### config.mk
export PLATFORM = sky130hd
export DESIGN_NAME = psoc_top
export DESIGN_NICKNAME = d
export VERILOG_FILES = /design/src/hdl/_unused_guard.sv /design/src/common/psoc_pkg.sv /design/src/hdl/psoc_retest_timer.sv /design/src/hdl/psoc_top.sv
export SDC_FILE = /design/constraint.sdc
export NUM_CORES = 1
export LEC_CHECK = 0
export ABC_AREA = 1
export BUFFER_PORTS_ARGS = -buffer_cell sky130_fd_sc_hd__buf_2
export CELL_PAD_IN_SITES_DETAIL_PLACEMENT = 0
export CELL_PAD_IN_SITES_GLOBAL_PLACEMENT = 1
export CORE_MARGIN = 5
export CORE_UTILIZATION = 42
export CTS_BUF_LIST = sky130_fd_sc_hd__clkbuf_16
export DETAILED_ROUTE_END_ITERATION = 10
export PLACE_DENSITY_LB_ADDON = 0.1
export SLEW_MARGIN = 10
export SYNTH_ARGS = -nofsm -noshare
export SYNTH_HDL_FRONTEND = slang
export SYNTH_SLANG_ARGS = --single-unit
### constraint.sdc
create_clock -name hclk -period 5.65 [get_ports hclk]
set_input_delay 1.695 -clock hclk [delete_from_list [all_inputs] [get_ports hclk]]
set_output_delay 1.695 -clock hclk [all_outputs]
set_load 0.05 [all_outputs]
### src/hdl/_unused_guard.sv
`timescale 1ns/10ps

### src/common/psoc_pkg.sv
package psoc_pkg;
	////////////////////////////////////////////////////////////////////////
	// clock and retest timing
	localparam int CLK_PERIOD_NS = 100;
	localparam int RETEST_ON_NS = 30000;
	// least time, rounded up to whole cycles
	localparam int RETEST_ON_CYCLES = (RETEST_ON_NS + CLK_PERIOD_NS - 1) / CLK_PERIOD_NS;
	// duty cycles in tenths of a percent: 0.1 % and 0.8 %
	localparam int DUTY_SLOW_PER_MILLE = 1;
	localparam int DUTY_FAST_PER_MILLE = 8;
	localparam int RETEST_OFF_SLOW_NS = RETEST_ON_NS * 1000 / DUTY_SLOW_PER_MILLE - RETEST_ON_NS;
	localparam int RETEST_OFF_FAST_NS = RETEST_ON_NS * 1000 / DUTY_FAST_PER_MILLE - RETEST_ON_NS;
	localparam int RETEST_OFF_SLOW_CYCLES = RETEST_OFF_SLOW_NS / CLK_PERIOD_NS;
	localparam int RETEST_OFF_FAST_CYCLES = RETEST_OFF_FAST_NS / CLK_PERIOD_NS;
	localparam int RETEST_CNT_W = 19;

	////////////////////////////////////////////////////////////////////////
	// register indices; byte address is four times the index
	localparam logic [7:0] IDX_OSC_CFG3 = 8'h71;
	localparam logic [7:0] IDX_OUT_CFG = 8'h72;
	localparam logic [7:0] IDX_HI_UPPER = 8'h73;
	localparam logic [7:0] IDX_HI_LOWER = 8'h74;
	localparam logic [7:0] IDX_LO_UPPER = 8'h75;
	localparam logic [7:0] IDX_LO_LOWER = 8'h76;
	localparam logic [7:0] IDX_PROX_UPPER = 8'h7a;
	localparam logic [7:0] IDX_PROX_LOWER = 8'h7b;
	localparam logic [7:0] IDX_STATUS = 8'h7c;
	localparam int IDX_LSB = 2;
	localparam int IDX_MSB = 9;

	////////////////////////////////////////////////////////////////////////
	// oscillator configuration three fields
	localparam int OC3_UR_EN_BIT = 5;
	localparam int OC3_AMP_LSB = 3;
	localparam int OC3_AMP_MSB = 4;
	localparam int OC3_RESP_LSB = 0;
	localparam int OC3_RESP_MSB = 2;
	localparam logic [7:0] OC3_WMASK = 8'h3f;
	localparam logic [7:0] OSC_CFG3_RST = 8'h1b;

	// output configuration fields
	localparam int OUT_SWCUR_LSB = 6;
	localparam int OUT_SWCUR_MSB = 7;
	localparam int OUT_PNP_BIT = 5;
	localparam int OUT_NC_BIT = 4;
	localparam int OUT_LEDOFF_BIT = 3;
	localparam int OUT_LEDSENSE_BIT = 2;
	localparam int OUT_LEDCUR_BIT = 1;
	localparam int OUT_DUTY_BIT = 0;
	localparam logic [7:0] OUT_CFG_RST = 8'h82;
	localparam logic [7:0] THR_RST = 8'h00;

	////////////////////////////////////////////////////////////////////////
	// conversion tracking and status layout
	localparam logic [2:0] CONV_COUNT_SAT = 3'h4;
	localparam logic [15:0] PROX_FULL_SCALE = 16'hffff;
	localparam int ST_DETECT_BIT = 0;
	localparam int ST_OVERLOAD_BIT = 1;
	localparam int ST_OSC_STOP_BIT = 2;
	localparam int ST_TEMP_OK_BIT = 3;
	localparam int ST_COUNT_LSB = 4;
	localparam int ST_COUNT_MSB = 6;
	localparam int HTRANS_ACTIVE_BIT = 1;
	localparam logic [1:0] HRESP_OKAY = 2'h0;

	typedef enum logic [1:0] {
		PSOC_NORMAL = 2'b01,
		PSOC_PROTECT = 2'b10
	} psoc_ovl_e;
endpackage : psoc_pkg

### src/hdl/psoc_retest_timer.sv
`timescale 1ns/10ps
module psoc_retest_timer
	import psoc_pkg::*;
#(
	parameter int ON_CYCLES = RETEST_ON_CYCLES,
	parameter int OFF_SLOW_CYCLES = RETEST_OFF_SLOW_CYCLES,
	parameter int OFF_FAST_CYCLES = RETEST_OFF_FAST_CYCLES,
	parameter int CNT_W = RETEST_CNT_W
) (
	input wire logic hclk,
	input wire logic hresetn,
	input wire logic enable,
	input wire logic fast_duty,
	output logic retest_on,
	output logic retest_end
);
	logic [CNT_W-1:0] cnt_reg;
	logic on_reg;
	logic [CNT_W-1:0] off_last;
	logic [CNT_W-1:0] on_last;

	////////////////////////////////////////////////////////////////////////
	// the off period is picked live so a duty change takes effect in the off period under way
	assign off_last = fast_duty ? CNT_W'(OFF_FAST_CYCLES - 1) : CNT_W'(OFF_SLOW_CYCLES - 1);
	assign on_last = CNT_W'(ON_CYCLES - 1);

	// off first, then one on window; dropping enable restarts the period
	always_ff @(posedge hclk or negedge hresetn) begin
		if (!hresetn) begin
			cnt_reg <= '0;
			on_reg <= 1'b0;
		end else if (!enable) begin
			cnt_reg <= '0;
			on_reg <= 1'b0;
		end else if (on_reg) begin
			if (cnt_reg == on_last) begin
				cnt_reg <= '0;
				on_reg <= 1'b0;
			end else begin
				cnt_reg <= cnt_reg + 1'b1;
			end
		end else if (cnt_reg >= off_last) begin
			cnt_reg <= '0;
			on_reg <= 1'b1;
		end else begin
			cnt_reg <= cnt_reg + 1'b1;
		end
	end

	assign retest_on = on_reg;
	assign retest_end = on_reg && (cnt_reg == on_last); // last on cycle
endmodule : psoc_retest_timer

### src/hdl/psoc_top.sv
// Summary of operation
// - under range in first four conversions stops oscillation and turns the switch on.
// - later under range with enable set forces full scale and switch on.
// - later under range with enable clear holds the switch state.
// - before a temperature conversion the switch stays unchanged, no under-range action.
// - lower response setting means a faster, noisier filter; higher is slower, quieter.
// - output config bits 7:6 choose the switch drive current.
// - output config bit 5 chooses NPN or PNP topology.
// - normally open: off when far, conducting when near.
// - normally closed: conducting when far, off when near.
// - bit 3 high keeps the LED off, low lets it follow its mode.
// - LED normally off: dark when far, lit when near.
// - LED normally on: lit when far, dark when near.
// - bit 1 chooses Indicator_current_sel, 5 mA by default.
// - overload retests with 30 us on pulses at 0.1 or 0.8 percent duty.
// - high threshold is upper and lower byte, both reset to zero.
// - low threshold is upper and lower byte, both reset to zero.
// - reading proximity upper captures both bytes; lower stays frozen until next.
//
// Chosen here: register access over AHB-Lite.
`timescale 1ns/10ps
module psoc_top
	import psoc_pkg::*;
#(
	parameter int ADDR_W = 32,
	parameter int OFF_SLOW_CYCLES = RETEST_OFF_SLOW_CYCLES,
	parameter int OFF_FAST_CYCLES = RETEST_OFF_FAST_CYCLES
) (
	input wire logic hclk,
	input wire logic hresetn,
	input wire logic hsel,
	input wire logic [ADDR_W-1:0] haddr,
	input wire logic [1:0] htrans,
	input wire logic hwrite,
	input wire logic [2:0] hsize,
	input wire logic [31:0] hwdata,
	input wire logic hready,
	output logic [31:0] hrdata,
	output logic hreadyout,
	output logic [1:0] hresp,
	input wire logic conv_done,
	input wire logic [15:0] conv_result,
	input wire logic under_range,
	input wire logic temp_conv_done,
	input wire logic overload_sense,
	output logic oscillation_stop,
	output logic [1:0] oscillation_amplitude_sel,
	output logic switch_drive_out,
	output logic [1:0] switch_drive_current_sel,
	output logic switch_topology_pnp,
	output logic indicator_out,
	output logic indicator_current_sel
);
	logic [7:0] osc_cfg3_reg, osc_cfg3_next;
	logic [7:0] out_cfg_reg, out_cfg_next;
	logic [7:0] hi_upper_reg, hi_upper_next, hi_lower_reg, hi_lower_next;
	logic [7:0] lo_upper_reg, lo_upper_next, lo_lower_reg, lo_lower_next;
	logic [7:0] prox_upper_reg, prox_lower_reg;
	logic [7:0] rdata_reg, rd_byte;
	logic wr_pend_reg;
	logic [7:0] wr_idx_reg;
	logic [7:0] acc_idx;
	logic acc_valid, rd_acc;
	logic [15:0] filt_reg, filt_next, thr_high, thr_low;
	logic [2:0] conv_count_reg;
	logic temp_ok_reg, detect_reg, osc_stop_reg;
	logic ovl_sync1_reg, ovl_sync2_reg;
	logic sw_out_reg, led_out_reg;
	logic early_phase, ur_act;
	logic retest_on, retest_end;
	psoc_ovl_e ovl_state_reg;

	////////////////////////////////////////////////////////////////////////
	// helpers
	function automatic logic wr_hit(input logic pend, input logic [7:0] widx, input logic [7:0] target);
		wr_hit = pend && (widx == target);
	endfunction : wr_hit

	// step size of the smoothing filter; code 0 is reserved and treated as 1
	function automatic logic [2:0] filt_shift(input logic [2:0] sel);
		filt_shift = (sel == 3'h0) ? 3'h0 : 3'(sel - 3'h1);
	endfunction : filt_shift

	////////////////////////////////////////////////////////////////////////
	// ahb-lite address phase; zero wait states, so hreadyout is always high
	assign acc_valid = hsel && hready && htrans[HTRANS_ACTIVE_BIT];
	assign acc_idx = haddr[IDX_MSB:IDX_LSB];
	assign rd_acc = acc_valid && !hwrite;
	assign hreadyout = 1'b1;
	assign hresp = HRESP_OKAY;
	assign hrdata = {24'h000000, rdata_reg};

	// write is captured in the address phase, data taken in the data phase
	always_ff @(posedge hclk or negedge hresetn) begin
		if (!hresetn) begin
			wr_pend_reg <= 1'b0;
			wr_idx_reg <= 8'h00;
		end else begin
			wr_pend_reg <= acc_valid && hwrite;
			wr_idx_reg <= acc_idx;
		end
	end

	// next register values; reads use them so a read right after a write sees it
	always_comb begin
		osc_cfg3_next = osc_cfg3_reg;
		out_cfg_next = out_cfg_reg;
		hi_upper_next = hi_upper_reg;
		hi_lower_next = hi_lower_reg;
		lo_upper_next = lo_upper_reg;
		lo_lower_next = lo_lower_reg;
		if (wr_hit(wr_pend_reg, wr_idx_reg, IDX_OSC_CFG3)) begin
			osc_cfg3_next = hwdata[7:0] & OC3_WMASK; // reserved bits stay zero
		end
		if (wr_hit(wr_pend_reg, wr_idx_reg, IDX_OUT_CFG)) begin
			out_cfg_next = hwdata[7:0];
		end
		if (wr_hit(wr_pend_reg, wr_idx_reg, IDX_HI_UPPER)) begin
			hi_upper_next = hwdata[7:0];
		end
		if (wr_hit(wr_pend_reg, wr_idx_reg, IDX_HI_LOWER)) begin
			hi_lower_next = hwdata[7:0];
		end
		if (wr_hit(wr_pend_reg, wr_idx_reg, IDX_LO_UPPER)) begin
			lo_upper_next = hwdata[7:0];
		end
		if (wr_hit(wr_pend_reg, wr_idx_reg, IDX_LO_LOWER)) begin
			lo_lower_next = hwdata[7:0];
		end
	end

	// configuration and threshold storage
	always_ff @(posedge hclk or negedge hresetn) begin
		if (!hresetn) begin
			osc_cfg3_reg <= OSC_CFG3_RST;
			out_cfg_reg <= OUT_CFG_RST;
			hi_upper_reg <= THR_RST;
			hi_lower_reg <= THR_RST;
			lo_upper_reg <= THR_RST;
			lo_lower_reg <= THR_RST;
		end else begin
			osc_cfg3_reg <= osc_cfg3_next;
			out_cfg_reg <= out_cfg_next;
			hi_upper_reg <= hi_upper_next;
			hi_lower_reg <= hi_lower_next;
			lo_upper_reg <= lo_upper_next;
			lo_lower_reg <= lo_lower_next;
		end
	end

	assign thr_high = {hi_upper_reg, hi_lower_reg};
	assign thr_low = {lo_upper_reg, lo_lower_reg};

	// read multiplexer; unmapped indices read as zero
	always_comb begin
		case (acc_idx)
			IDX_OSC_CFG3: rd_byte = osc_cfg3_next;
			IDX_OUT_CFG: rd_byte = out_cfg_next;
			IDX_HI_UPPER: rd_byte = hi_upper_next;
			IDX_HI_LOWER: rd_byte = hi_lower_next;
			IDX_LO_UPPER: rd_byte = lo_upper_next;
			IDX_LO_LOWER: rd_byte = lo_lower_next;
			IDX_PROX_UPPER: rd_byte = filt_reg[15:8];
			IDX_PROX_LOWER: rd_byte = prox_lower_reg;
			IDX_STATUS: begin
				rd_byte = 8'h00;
				rd_byte[ST_DETECT_BIT] = detect_reg;
				rd_byte[ST_OVERLOAD_BIT] = (ovl_state_reg == PSOC_PROTECT);
				rd_byte[ST_OSC_STOP_BIT] = osc_stop_reg;
				rd_byte[ST_TEMP_OK_BIT] = temp_ok_reg;
				rd_byte[ST_COUNT_MSB:ST_COUNT_LSB] = conv_count_reg;
			end
			default: rd_byte = 8'h00;
		endcase
	end

	// read data is registered at the address-phase edge
	always_ff @(posedge hclk or negedge hresetn) begin
		if (!hresetn) begin
			rdata_reg <= 8'h00;
		end else if (rd_acc) begin
			rdata_reg <= rd_byte;
		end
	end

	always_ff @(posedge hclk or negedge hresetn) begin
		if (!hresetn) begin
			prox_upper_reg <= 8'h00;
			prox_lower_reg <= 8'h00;
		end else if (rd_acc && (acc_idx == IDX_PROX_UPPER)) begin
			prox_upper_reg <= filt_reg[15:8];
			prox_lower_reg <= filt_reg[7:0];
		end
	end

	////////////////////////////////////////////////////////////////////////
	// conversion bookkeeping

	// temperature conversion seen since reset
	always_ff @(posedge hclk or negedge hresetn) begin
		if (!hresetn) begin
			temp_ok_reg <= 1'b0;
		end else if (temp_conv_done) begin
			temp_ok_reg <= 1'b1;
		end
	end

	always_ff @(posedge hclk or negedge hresetn) begin
		if (!hresetn) begin
			conv_count_reg <= 3'h0;
		end else if (conv_done && (conv_count_reg < CONV_COUNT_SAT)) begin
			conv_count_reg <= conv_count_reg + 3'h1;
		end
	end

	assign ur_act = conv_done && under_range && temp_ok_reg;
	assign early_phase = conv_count_reg < CONV_COUNT_SAT;

	// shift-based smoothing, small setting settles fast
	always_comb begin
		logic signed [16:0] diff;
		diff = $signed({1'b0, conv_result}) - $signed({1'b0, filt_reg});
		filt_next = filt_reg + 16'(diff >>> filt_shift(osc_cfg3_reg[OC3_RESP_MSB:OC3_RESP_LSB]));
	end

	// filtered proximity value; frozen while the tank is under range, except forced to full scale when enabled after the first four conversions
	always_ff @(posedge hclk or negedge hresetn) begin
		if (!hresetn) begin
			filt_reg <= 16'h0000;
		end else if (ur_act && !early_phase && osc_cfg3_reg[OC3_UR_EN_BIT]) begin
			filt_reg <= PROX_FULL_SCALE;
		end else if (conv_done && !under_range) begin
			filt_reg <= filt_next;
		end
	end

	// detection state; high threshold checked first if thresholds overlap
	always_ff @(posedge hclk or negedge hresetn) begin
		if (!hresetn) begin
			detect_reg <= 1'b0;
		end else if (conv_done && temp_ok_reg) begin
			if (under_range) begin
				if (early_phase) begin
					detect_reg <= 1'b1;
				end else if (osc_cfg3_reg[OC3_UR_EN_BIT]) begin
					detect_reg <= 1'b1;
				end
			end else if (filt_next >= thr_high) begin
				detect_reg <= 1'b1;
			end else if (filt_next <= thr_low) begin
				detect_reg <= 1'b0;
			end
		end
	end

	// oscillation stop; set wins over release
	always_ff @(posedge hclk or negedge hresetn) begin
		if (!hresetn) begin
			osc_stop_reg <= 1'b0;
		end else if (ur_act && early_phase) begin
			osc_stop_reg <= 1'b1;
		end else if (!under_range) begin
			osc_stop_reg <= 1'b0;
		end
	end

	////////////////////////////////////////////////////////////////////////
	// overload protection; the sense comes straight from a pin
	always_ff @(posedge hclk or negedge hresetn) begin
		if (!hresetn) begin
			ovl_sync1_reg <= 1'b0;
			ovl_sync2_reg <= 1'b0;
		end else begin
			ovl_sync1_reg <= overload_sense;
			ovl_sync2_reg <= ovl_sync1_reg;
		end
	end

	// overload is only judged while the switch conducts, else the sense is meaningless
	always_ff @(posedge hclk or negedge hresetn) begin
		if (!hresetn) begin
			ovl_state_reg <= PSOC_NORMAL;
		end else begin
			case (ovl_state_reg)
				PSOC_NORMAL: begin
					if (ovl_sync2_reg && sw_out_reg) begin
						ovl_state_reg <= PSOC_PROTECT;
					end
				end
				PSOC_PROTECT: begin
					if (retest_end && !ovl_sync2_reg) begin
						ovl_state_reg <= PSOC_NORMAL;
					end
				end
				default: ovl_state_reg <= PSOC_NORMAL;
			endcase
		end
	end

	psoc_retest_timer #(
		.ON_CYCLES(RETEST_ON_CYCLES),
		.OFF_SLOW_CYCLES(OFF_SLOW_CYCLES),
		.OFF_FAST_CYCLES(OFF_FAST_CYCLES),
		.CNT_W(RETEST_CNT_W)
	) u_retest (
		.hclk(hclk),
		.hresetn(hresetn),
		.enable(ovl_state_reg == PSOC_PROTECT),
		.fast_duty(out_cfg_reg[OUT_DUTY_BIT]),
		.retest_on(retest_on),
		.retest_end(retest_end)
	);

	////////////////////////////////////////////////////////////////////////
	// output drive; registered so the pins never glitch on config writes
	always_ff @(posedge hclk or negedge hresetn) begin
		if (!hresetn) begin
			sw_out_reg <= 1'b0;
		end else if (ovl_state_reg == PSOC_PROTECT) begin
			sw_out_reg <= retest_on;
		end else begin
			sw_out_reg <= detect_reg ^ out_cfg_reg[OUT_NC_BIT];
		end
	end

	always_ff @(posedge hclk or negedge hresetn) begin
		if (!hresetn) begin
			led_out_reg <= 1'b0;
		end else begin
			led_out_reg <= !out_cfg_reg[OUT_LEDOFF_BIT] && (detect_reg ^ out_cfg_reg[OUT_LEDSENSE_BIT]);
		end
	end

	assign switch_drive_out = sw_out_reg;
	assign indicator_out = led_out_reg;
	assign oscillation_stop = osc_stop_reg;
	assign oscillation_amplitude_sel = osc_cfg3_reg[OC3_AMP_MSB:OC3_AMP_LSB];
	assign switch_drive_current_sel = out_cfg_reg[OUT_SWCUR_MSB:OUT_SWCUR_LSB];
	assign switch_topology_pnp = out_cfg_reg[OUT_PNP_BIT];
	assign indicator_current_sel = out_cfg_reg[OUT_LEDCUR_BIT];

	////////////////////////////////////////////////////////////////////////
	// checks
	logic [RETEST_CNT_W-1:0] on_len_reg;
	always_ff @(posedge hclk or negedge hresetn) begin
		if (!hresetn) begin
			on_len_reg <= '0;
		end else if (switch_drive_out && ovl_state_reg == PSOC_PROTECT) begin
			on_len_reg <= on_len_reg + 1'b1;
		end else begin
			on_len_reg <= '0;
		end
	end

	count_saturate_a: assert property (@(posedge hclk) disable iff (!hresetn)
		conv_done && conv_count_reg == 3'h3 |=> conv_count_reg == CONV_COUNT_SAT ##1 conv_count_reg <= CONV_COUNT_SAT)
		else $error("conversion count left its range");

	temp_gate_a: assert property (@(posedge hclk) disable iff (!hresetn)
		!temp_ok_reg |=> $stable(detect_reg) && !osc_stop_reg)
		else $error("switch changed before temperature conversion");

	early_under_a: assert property (@(posedge hclk) disable iff (!hresetn)
		ur_act && early_phase |=> osc_stop_reg && detect_reg)
		else $error("early under range did not stop and switch");

	full_scale_a: assert property (@(posedge hclk) disable iff (!hresetn)
		ur_act && !early_phase && osc_cfg3_reg[OC3_UR_EN_BIT] |=> filt_reg == PROX_FULL_SCALE && detect_reg)
		else $error("enabled under range did not force full scale");

	under_hold_a: assert property (@(posedge hclk) disable iff (!hresetn)
		ur_act && !early_phase && !osc_cfg3_reg[OC3_UR_EN_BIT] |=> $stable(detect_reg) && $stable(filt_reg))
		else $error("disabled under range changed the switch");

	hysteresis_hold_a: assert property (@(posedge hclk) disable iff (!hresetn)
		conv_done && temp_ok_reg && !under_range && filt_next < thr_high && filt_next > thr_low
		|=> $stable(detect_reg))
		else $error("detection moved between thresholds");

	switch_sense_a: assert property (@(posedge hclk) disable iff (!hresetn)
		ovl_state_reg == PSOC_NORMAL && $stable(ovl_state_reg) ##1 ovl_state_reg == PSOC_NORMAL
		|-> switch_drive_out == ($past(detect_reg) ^ $past(out_cfg_reg[OUT_NC_BIT])))
		else $error("switch sense wrong");

	led_sense_a: assert property (@(posedge hclk) disable iff (!hresetn)
		##1 indicator_out == (!$past(out_cfg_reg[OUT_LEDOFF_BIT]) && ($past(detect_reg) ^ $past(out_cfg_reg[OUT_LEDSENSE_BIT]))))
		else $error("indicator sense wrong");

	retest_width_a: assert property (@(posedge hclk) disable iff (!hresetn)
		$fell(switch_drive_out) && ovl_state_reg == PSOC_PROTECT && $past(ovl_state_reg) == PSOC_PROTECT
		&& $past(ovl_state_reg, 2) == PSOC_PROTECT
		|-> on_len_reg == RETEST_CNT_W'(RETEST_ON_CYCLES))
		else $error("retest on window has wrong length");

	prox_freeze_a: assert property (@(posedge hclk) disable iff (!hresetn)
		!(rd_acc && acc_idx == IDX_PROX_UPPER) |=> $stable(prox_lower_reg))
		else $error("proximity lower byte changed without upper read");
endmodule : psoc_top

Word level (Yosys, flattened, before mapping)

Cells that the tools add are included.

Bits in registers: 121
Bits of input ports: 94
Output and inout port bits: 44
Logic and storage cells: 119

$add $sub $neg: 5
$lt $le $gt $ge: 4
Eq/ne operators: 22
Shift operators: 1
Multiplexer cells: 30
Bitwise logic cells: 2
Reduce and logical (&&, ||, !) cells: 33

Operator list:

| kind                  | number |
|---|---|
| $eq 8x7->1 const B    | 15 |
| $mux 19               | 5 |
| $pmux 8 s9            | 1 |
| $mux 8                | 6 |
| $mux 16               | 2 |
| $logic_and 1x1->1     | 23 |
| $add 19x1->19 const B | 1 |
| $eq 19x9->1 const B   | 1 |
| $ge 19x19->1          | 1 |
| $sshr 17x3->16        | 1 |
| $sub 16x16->17        | 1 |
| $add 16x16->16        | 1 |
| $ge 16x16->1          | 1 |
| $le 16x16->1          | 1 |
| $mux 1                | 12 |
| $logic_not 1->1       | 5 |
| $mux 2                | 2 |
| $ne 2x2->1 const B    | 2 |
| $pmux 2 s2            | 1 |
| $add 3x1->3 const B   | 1 |
| $logic_not 3->1       | 1 |
| $lt 3x3->1 const B    | 1 |
| $mux 3                | 1 |
| $ne 3x1->1 const B    | 1 |
| 9 further kinds       | 10 |

Depth between registers and ports, before layout

Gate-level depths: netlist (run 1).

Depth in word-level cells: 8
Depth in mapped cells: 35
Depth with buffers taken out: 35

By module

A second synthesis (run 1) with hierarchy kept.

Cells, all modules: 1217
Area, all modules: 9056.2 um^2

By module, submodules not included:

| module            | instances | cells an instance | area an instance (um^2) | seq. area each (um^2) |
|---|---|---|---|---|
| psoc_top          | 1         | 988               | 7433.4                  | 2536.2 |
| psoc_retest_timer | 1         | 229               | 1622.8                  | 500.5 |

Least setup slack after synthesis (run 1)

No wires, ideal clock.

Path kind: input to register
Start: in conv_result[0]
End: reg detect_reg
Library setup time: 0.121 ns
Data arrival time: 5.677 ns
Data required time: 5.529 ns
Setup slack: -0.147 ns
Stages: 32
Buffers on the path: 0
Cells stage by stage: inv_1 ha_1 fa_1 o21ai_2 nand2_1 nand2_1 a21oi_1 o21bai_1 or2_1 nand3_1 nand3_1 nand2_1 o21ai_0 ha_1 a21oi_1 o21ai_0 inv_1 nor2_1 a2111oi_0 nand2_1 inv_1 nand3_1 and2_1 ha_1 nand2_1 nor2_1 a211oi_1 o21ai_0 a21oi_1 o21ai_0 nand2_1 nand2_1

Word-level cells in the longest chain between the ends: 6
Elaborated cells on any way between the ends: 9
Classes of those cells: add/sub: 2; order compare: 2; shift: 1; mux: 2; reduce/logical: 2

RTL lines:

| what                                                  | line                             | RTL |
|---|---|---|
| from (decl)                                           | psoc_top.sv:42                   | `input wire logic [15:0] conv_result,` |
| $sub 16x16->17 (*)                                    | psoc_top.sv:222                  | `diff = $signed({1'b0, conv_result}) - $signed({1'b0, filt_reg});` |
| $sshr 17x3->16 (*)                                    | psoc_top.sv:223                  | `filt_next = filt_reg + 16'(diff >>> filt_shift(osc_cfg3_reg[OC3_RESP_MSB:OC3_RESP_LSB]));` |
| $add 16x16->16 (*)                                    | psoc_top.sv:223                  |  |
| $ge 16x16->1 or $le 16x16->1 (tied branches)          | psoc_top.sv:248, psoc_top.sv:250 |  |
| $reduce_bool 3->1 (no line) or $mux 1 (tied branches) | -                                |  |
| $reduce_and 3->1 (no line) or $mux 1 (tied branches)  | -                                |  |
| to (signal assigned)                                  | psoc_top.sv:246                  | `detect_reg <= 1'b1;` |
| to (signal assigned)                                  | psoc_top.sv:249                  | `detect_reg <= 1'b1;` |
| to (signal assigned)                                  | psoc_top.sv:251                  | `detect_reg <= 1'b0;` |
| to (decl)                                             | psoc_top.sv:66                   | `logic temp_ok_reg, detect_reg, osc_stop_reg;` |

Every way passes the cells marked *; elsewhere a longest branch is shown, timed or not.
A chain may end at the register's enable or synchronous reset.

Final worst setup path (run 1)

Same ends and word-level chain as after synthesis.

==> metrics.md, run 1 <==
| Metric | Value |
|---|---|
| Outcome | finished clean |
| Post-route ant nets | 0 |
| Post-DP Area | 0.00988 mm² |
| Initial antenna violation count | 1 |
| Layout Cell Area excl Fill | 0.0109 mm² |
| Worst hold slack | 0.379 ns |
| Count of final setup violators | 0 |
| Met1 Usage GRT | 31.5% |
| Worst setup startpoint | conv_result[0] |
| Area delta synth->final | 24.7% |
| Worst EP required | 5.96 ns |
| Largest register FFs | 19 |
| Most common flop cell mapped by yosys | dfrtp_1 |
| Most frequent cell after synthesis | nand2_1 |
| Fin. Hold Viols | 0 |
| Switch share | 43.0% |
| Max H-tree Level | 4 |
| Slowest CP cell | fa_2 |
| Port Buffers | 58 |
| CP Class | input port to register |
| CTS sink count | 121 |
| Max Transition Viols Final | 0 |
| CP max stage delay | 0.42 ns |
| ANT cells | 0 |
| Combinational Power Share | 66.6% |
| Share of the yosys chip area belonging to registers | 34.7% |
| Row cnt | 52 |
| Non-Filler Instances | 1585 |
| Placed instance count | 1545 |
| Vias in the first global route | 7426 |
| Cell Pwr Density | 582 mW/mm² |
| RSZ-0062 raised after global routing | true |
| Initial core utilization | 43.0% |
| Post-route DRC violation count | 0 |
| Worst Max-Slew Pin Slew | 1.13 ns |
| Share of layout cells above drive strength 1 | 23.8% |
| Final wirelength | 24800 µm |
| Async SR Flop Fraction | 100% |
| Crit share post-route | 98.9% |
| Die Y | 154 µm |
| Reg2reg path depth | 33 |
| Commonest cells in the netlist | nand2_1 (258), inv_1 (171), dfrtp_1 (114) |
| Static Leak | 5.79 nW |
| Clock Skews | 0.00916 ns |
| P_sw | 2.73 mW |
| Gr usage total | 20.8% |
| Max Clk Rate | 179 MHz |
| Clock Path Buffers | 2 |
| Drt first-iter violations | 411 |
| R2r startpoint | filt_reg[0] |
| Fin crit period | 5.59 ns |
| Synth Warn # | 0 |
| CTS root buf | clkbuf_16 |
| Relative slew slack | 24.4% |
| Clock Latency Late Sink | 0.42 ns |
| Ports | 138 |
| EDFF count, synth | 0 |
| #FFs+latches synth | 121 |
| # nets final | 1473 |
| Core Region | 0.0204 mm² |
| Post-Syn Area | 0.00875 mm² |
| DR vias/cell | 4.92 |
| CTS tree | built |
| Worst Hold Class | register to register |
| DRT Pass-1 Iters | 5 |
| CTS clock-pin slew for the worst setup and hold paths | 0.06 ns |
| Die Wd | 154 µm |
| Gpl congestion | 0.859 |
| Drt wl/cell | 15.7 µm |
| CP endpoint kind | register |
| R2r setup slk | 0.98 ns |
| Hold Startpoint | ovl_sync1_reg |
| Crit path launch type | input port |
| Clock buffer count from CTS | 17 |
| Via count | 7802 |
| Worst hold path depth | 0 |
| Reg power frac | 15.8% |
| Biggest area consumer among synthesized cells | dfrtp_1 |
| Reg2reg end | detect_reg |
| GR Util met2 | 31.5% |
| Critical path arrival | 5.89 ns |
| Internal Pwr Total | 3.62 mW |
| Max Cap Viol | 0 |
| Die area | 0.0238 mm² |
| Grt ovf | 0 |
| Hold Path Sink | ovl_sync2_reg |
| Post-synth top area share | 32.6% |
| Met3 Use GR | 3.77% |
| Library cells used by synthesis | 61 |
| GR peak layer | met2 |
| Hpwl dp | 19600 µm |
| Global-route wire length before repair | 39400 µm |
| Crit path max fanout | 4 |
| Largest net degree at the start of global routing | 78 |
| Worst vdd ir | 465 µV |
| Synth top area cells | dfrtp_1 (33%), nand2_1 (11%), ha_1 (11%) |
| Critical Path Most Common Cell | nand2_1 |
| Post-Syn Instances | 1149 |
| Clk network pwr share | 17.6% |
| Avg Cell Area, Syn | 7.62 µm² |
-- stage by stage --
stage               worst slack, ns  total power [mW]  util [%]  setup TNS [ns]
floorplan                    0.0208              3.17         -               0
global placement             -0.583              4.71      48.5          -0.583
detailed placement           -0.629              4.75      48.5          -0.629
CTS                         0.00218              5.98      51.9               0
global route                 -0.262              6.91      53.6          -0.262
finish                       0.0632              6.35      53.6               0
-- area by class of cell --
cell class / instances / area [µm²]
multi-input combinational: 824 / 5200
sequential: 121 / 3040
fill: 2018 / 9460
clock buffer: 17 / 425
clock inverter: 15 / 175
inverter: 181 / 682
timing repair buffer: 157 / 1050
tap: 270 / 338
-- worst max-delay path: cells and delay by family --
family,cells,cell delay [ns]
compound gates,8,0.99
xor+xnor,1,0.19
fa+ha+maj,4,1.06
buf+inv,5,0.53
simple gates,17,1.39
-- how the worst max path moves through the flow --
stage	endpoint
2_1_floorplan	detect_reg
3_3_place_gp	detect_reg
3_5_place_dp	detect_reg
4_1_cts	detect_reg
5_1_grt	detect_reg
6_report	detect_reg
-- cells in the final DEF (no fill, tap or decap), types with 5 or more instances in the layout --
cell type  Yosys  layout
dfstp_2        7       7
nand3_2        6      13
o211ai_1       5       5
conb_1         2      27
ha_1          75      64
a21o_1         6       6
o21ai_2        7      12
nand3_1       60      52
nor3_1        10       7
clkbuf_16      0      17
a21oi_2        1      13
xnor2_1       13      13
o21ai_0       46      32
inv_1        171     168
a221oi_1       8       8
buf_4         32      99
nor2_4         6       6
nor2_2         2       6
nand2_2        3      16
nand2_1      258     244
buf_2          4      56
nand4_1       12      12
xor2_1        30      28
dfrtp_1      114     114
o21ai_1       33      41
ha_4           0      10
inv_2          8      10
a21oi_1       65      51
a22oi_1        5       5
a211oi_1       7       5
nor2_1        86      82
-- cells by family after synthesis --
family	share of synthesized area, %
multiplexers	0.472
AND/OR/NAND/NOR	23.6
flip-flops	34.7
XOR/XNOR	4.30
other	0.0858
adder cells (fa/ha/maj)	11.2
AO/OA/AOI/OAI	14.2
buffers and inverters	11.4
-- what timing repair did --
item                       CTS  global route
resized for setup           15            70
setup endpoints to repair    1             1
pin swaps                    8            50
buffers inserted             1             7
hold buffers                 0             0
hold endpoints to repair     0             0
-- power by group through the flow --
stage | sequential [mW] | clock [mW] | combinational, mW
floorplan | 1.01 | 0 | 2.16
global placement | 1.01 | 0 | 3.70
detailed placement | 1.02 | 0 | 3.74
CTS | 1.00 | 1.13 | 3.85
global route | 1.01 | 1.18 | 4.71
finish | 1.00 | 1.12 | 4.23
-- routing by layer --
| metal | part of all wire, % | vias up |
|---|---|---|
| met4 | 0.89 | 0 |
| met5 | 0 | - |
| met2 | 44 | 147 |
| li1 | - | 4009 |
| met3 | 4.5 | 19 |
| met1 | 51 | 3627 |
Note: power is estimated with default switching activity, not from simulation.
==> run 2, diff against run 1 <==
Settings changed: CTS_BUF_LIST sky130_fd_sc_hd__clkbuf_16 to default.
Clock period 5.65 ns to 5.6 ns, I/O delays scaled along.
==> run 2 against run 1 <==
  * The run now ends with setup timing left
  * First-iteration DRC count rose by 9.5%
  * Via count fell by 0.32%
  * Final area fell by 2.0%
  * Sequential power barely moved
  * Highest routed layer is now met5
==> metrics.md, run 2 (synthesis gave the netlist of run 1 again) <==
| Metric | Value |
|---|---|
| Initial antenna violation count | 1 |
| CTS tree | built |
| Grt ovf | 0 |
| Worst hold slack | 0.370 ns |
| Die area | 0.0238 mm² |
| Largest net degree at the start of global routing | 61 |
| GR Util met2 | 31.5% |
| CP endpoint kind | register |
| Count of final setup violators | 1 |
| Static Leak | 5.77 nW |
| Hold Startpoint | ovl_sync1_reg |
| Global-route wire length before repair | 39500 µm |
| Most frequent cells in the layout | nand2_1 (253), inv_1 (170), dfrtp_1 (114) |
| Drt first-iter violations | 450 |
| Worst EP required | 5.91 ns |
| Cell Pwr Density | 575 mW/mm² |
| Max Cap Viol | 0 |
| Final wirelength | 24300 µm |
| CTS clock-pin slew for the worst setup and hold paths | 0.06 ns |
| Critical path arrival | 5.94 ns |
| Hpwl dp | 19800 µm |
| Core Region | 0.0204 mm² |
| Vias in the first global route | 7406 |
| P_sw | 2.58 mW |
| Reg power frac | 16.4% |
| RSZ-0062 raised after global routing | true |
| CTS root buf | clkbuf_16 |
| Row cnt | 52 |
| Critical Path Most Common Cell | nand2_1 |
| Ports | 138 |
| Worst Hold Class | register to register |
| Gr usage total | 20.8% |
| Setup WS pre-CTS | -0.599 ns |
| Max H-tree Level | 4 |
| Crit path launch type | input port |
| Clock buffer count from CTS | 17 |
| Drt wl/cell | 15.4 µm |
| Outcome | finished with violations |
| Clock Path Buffers | 2 |
| Slowest CP cell | ha_1 |
| Post-route ant nets | 0 |
| Crit share post-route | 101% |
| CTS sink count | 121 |
| Internal Pwr Total | 3.56 mW |
| CP max stage delay | 0.32 ns |
| # nets final | 1473 |
| Clock Skews | 0.0106 ns |
| R2r startpoint | filt_reg[2] |
| Most common cell after layout, fill and taps aside | nand2_1 |
| Largest register FFs | 19 |
| Gpl congestion | 0.861 |
| Clock Latency Late Sink | 0.42 ns |
| Pwr Total | 6.14 mW |
| Worst vdd ir | 350 µV |
| Worst setup startpoint | conv_result[2] |
| Switch share | 42.0% |
| Max Transition Viols Final | 0 |
| Area delta synth->final | 22.2% |
| Fin crit period | 5.63 ns |
| Max Clk Rate | 178 MHz |
| Fin. Hold Viols | 0 |
| Met1 Usage GRT | 30.9% |
| Relative slew slack | 28.0% |
| GR peak layer | met2 |
| Clk network pwr share | 18.7% |
| CP Class | input port to register |
| Initial core utilization | 43.0% |
| Combinational Power Share | 64.9% |
| Worst setup margin | -0.0336 ns |
| DRT Pass-1 Iters | 4 |
| Crit path max fanout | 4 |
| Failing checks | setup timing |
| DR vias/cell | 4.91 |
| Port Buffers | 58 |
| Post-route DRC violation count | 0 |
| Met3 Use GR | 4.78% |
| ANT cells | 0 |
| Die Wd | 154 µm |
| Share of layout cells above drive strength 1 | 20.8% |
| Die Y | 154 µm |
| Worst Max-Slew Pin Slew | 1.08 ns |
| Via count | 7777 |
==> run 2: path summary, 6_finish.rpt <==
path | cells after the start | endpoint | slack [ns]
worst min register to register | 0 | ovl_sync2_reg | 0.37
max in group asynchronous | 2 | osc_cfg3_reg[0] | 3.30
min in group asynchronous | 1 | u_retest.cnt_reg[9] | 1.33
worst min-delay path | 0 | ovl_sync2_reg | 0.37
worst max-delay path | 33 | detect_reg | -0.03
worst max register to register | 33 | detect_reg | 0.86
==> run 2: critical path, delay by kind of cell <==
family,cells,cell delay [ns]
AND/OR/NAND/NOR,17,1.68
AO/OA/AOI/OAI,8,1.02
adder cells (fa/ha/maj),3,0.86
buffers and inverters,4,0.53
XOR/XNOR,1,0.16
==> run 2: layout make-up <==
cell class	count	area (µm²)
fillers	2048	9670
inverters	181	679
multi-input cells	824	4990
flip-flops and latches	121	3040
clock buffers	23	458
repair buffers	157	1040
clock inverters	9	149
well taps	270	338
==> run 2: stage by stage <==
step / TNS [ns] / instance area [µm²] / utilization (%) / instances
after floorplan: 0 / 8910 / - / 1174
after global placement: -0.592 / 9930 / 48.8 / 1549
after detailed placement: -0.599 / 9930 / 48.8 / 1549
after CTS: 0 / 10700 / 52.3 / 1584
after global routing: -0.370 / 10700 / 52.5 / 1585
final: -0.0336 / 10700 / 52.5 / 1585
==> run 2: layer usage <==
layer  vias up  routed length [µm]
li1       4016                   -
met1      3602               12300
met2       142               10600
met3        15                1280
met4         2                 154
met5         -                  13
==> run 2: power groups by stage <==
| stage | combinational, mW | sequential (mW) | clock [mW] |
|---|---|---|---|
| 2_1_floorplan | 2.20 | 1.02 | 0 |
| 3_3_place_gp | 3.75 | 1.02 | 0 |
| 3_5_place_dp | 3.79 | 1.02 | 0 |
| 4_1_cts | 3.98 | 1.01 | 1.17 |
| 5_1_grt | 4.50 | 1.02 | 1.22 |
| 6_report | 3.99 | 1.01 | 1.15 |
==> run 2: what timing repair did <==
action / 4_1_cts / 5_1_grt
setup endpoints to repair: 1 / 1
gates cloned: 0 / 0
resized for setup: 31 / 7
buffers inserted: 3 / 1
pin swaps: 19 / 11
endpoints found under the hold margin: 0 / 0
hold buffers: 0 / 0
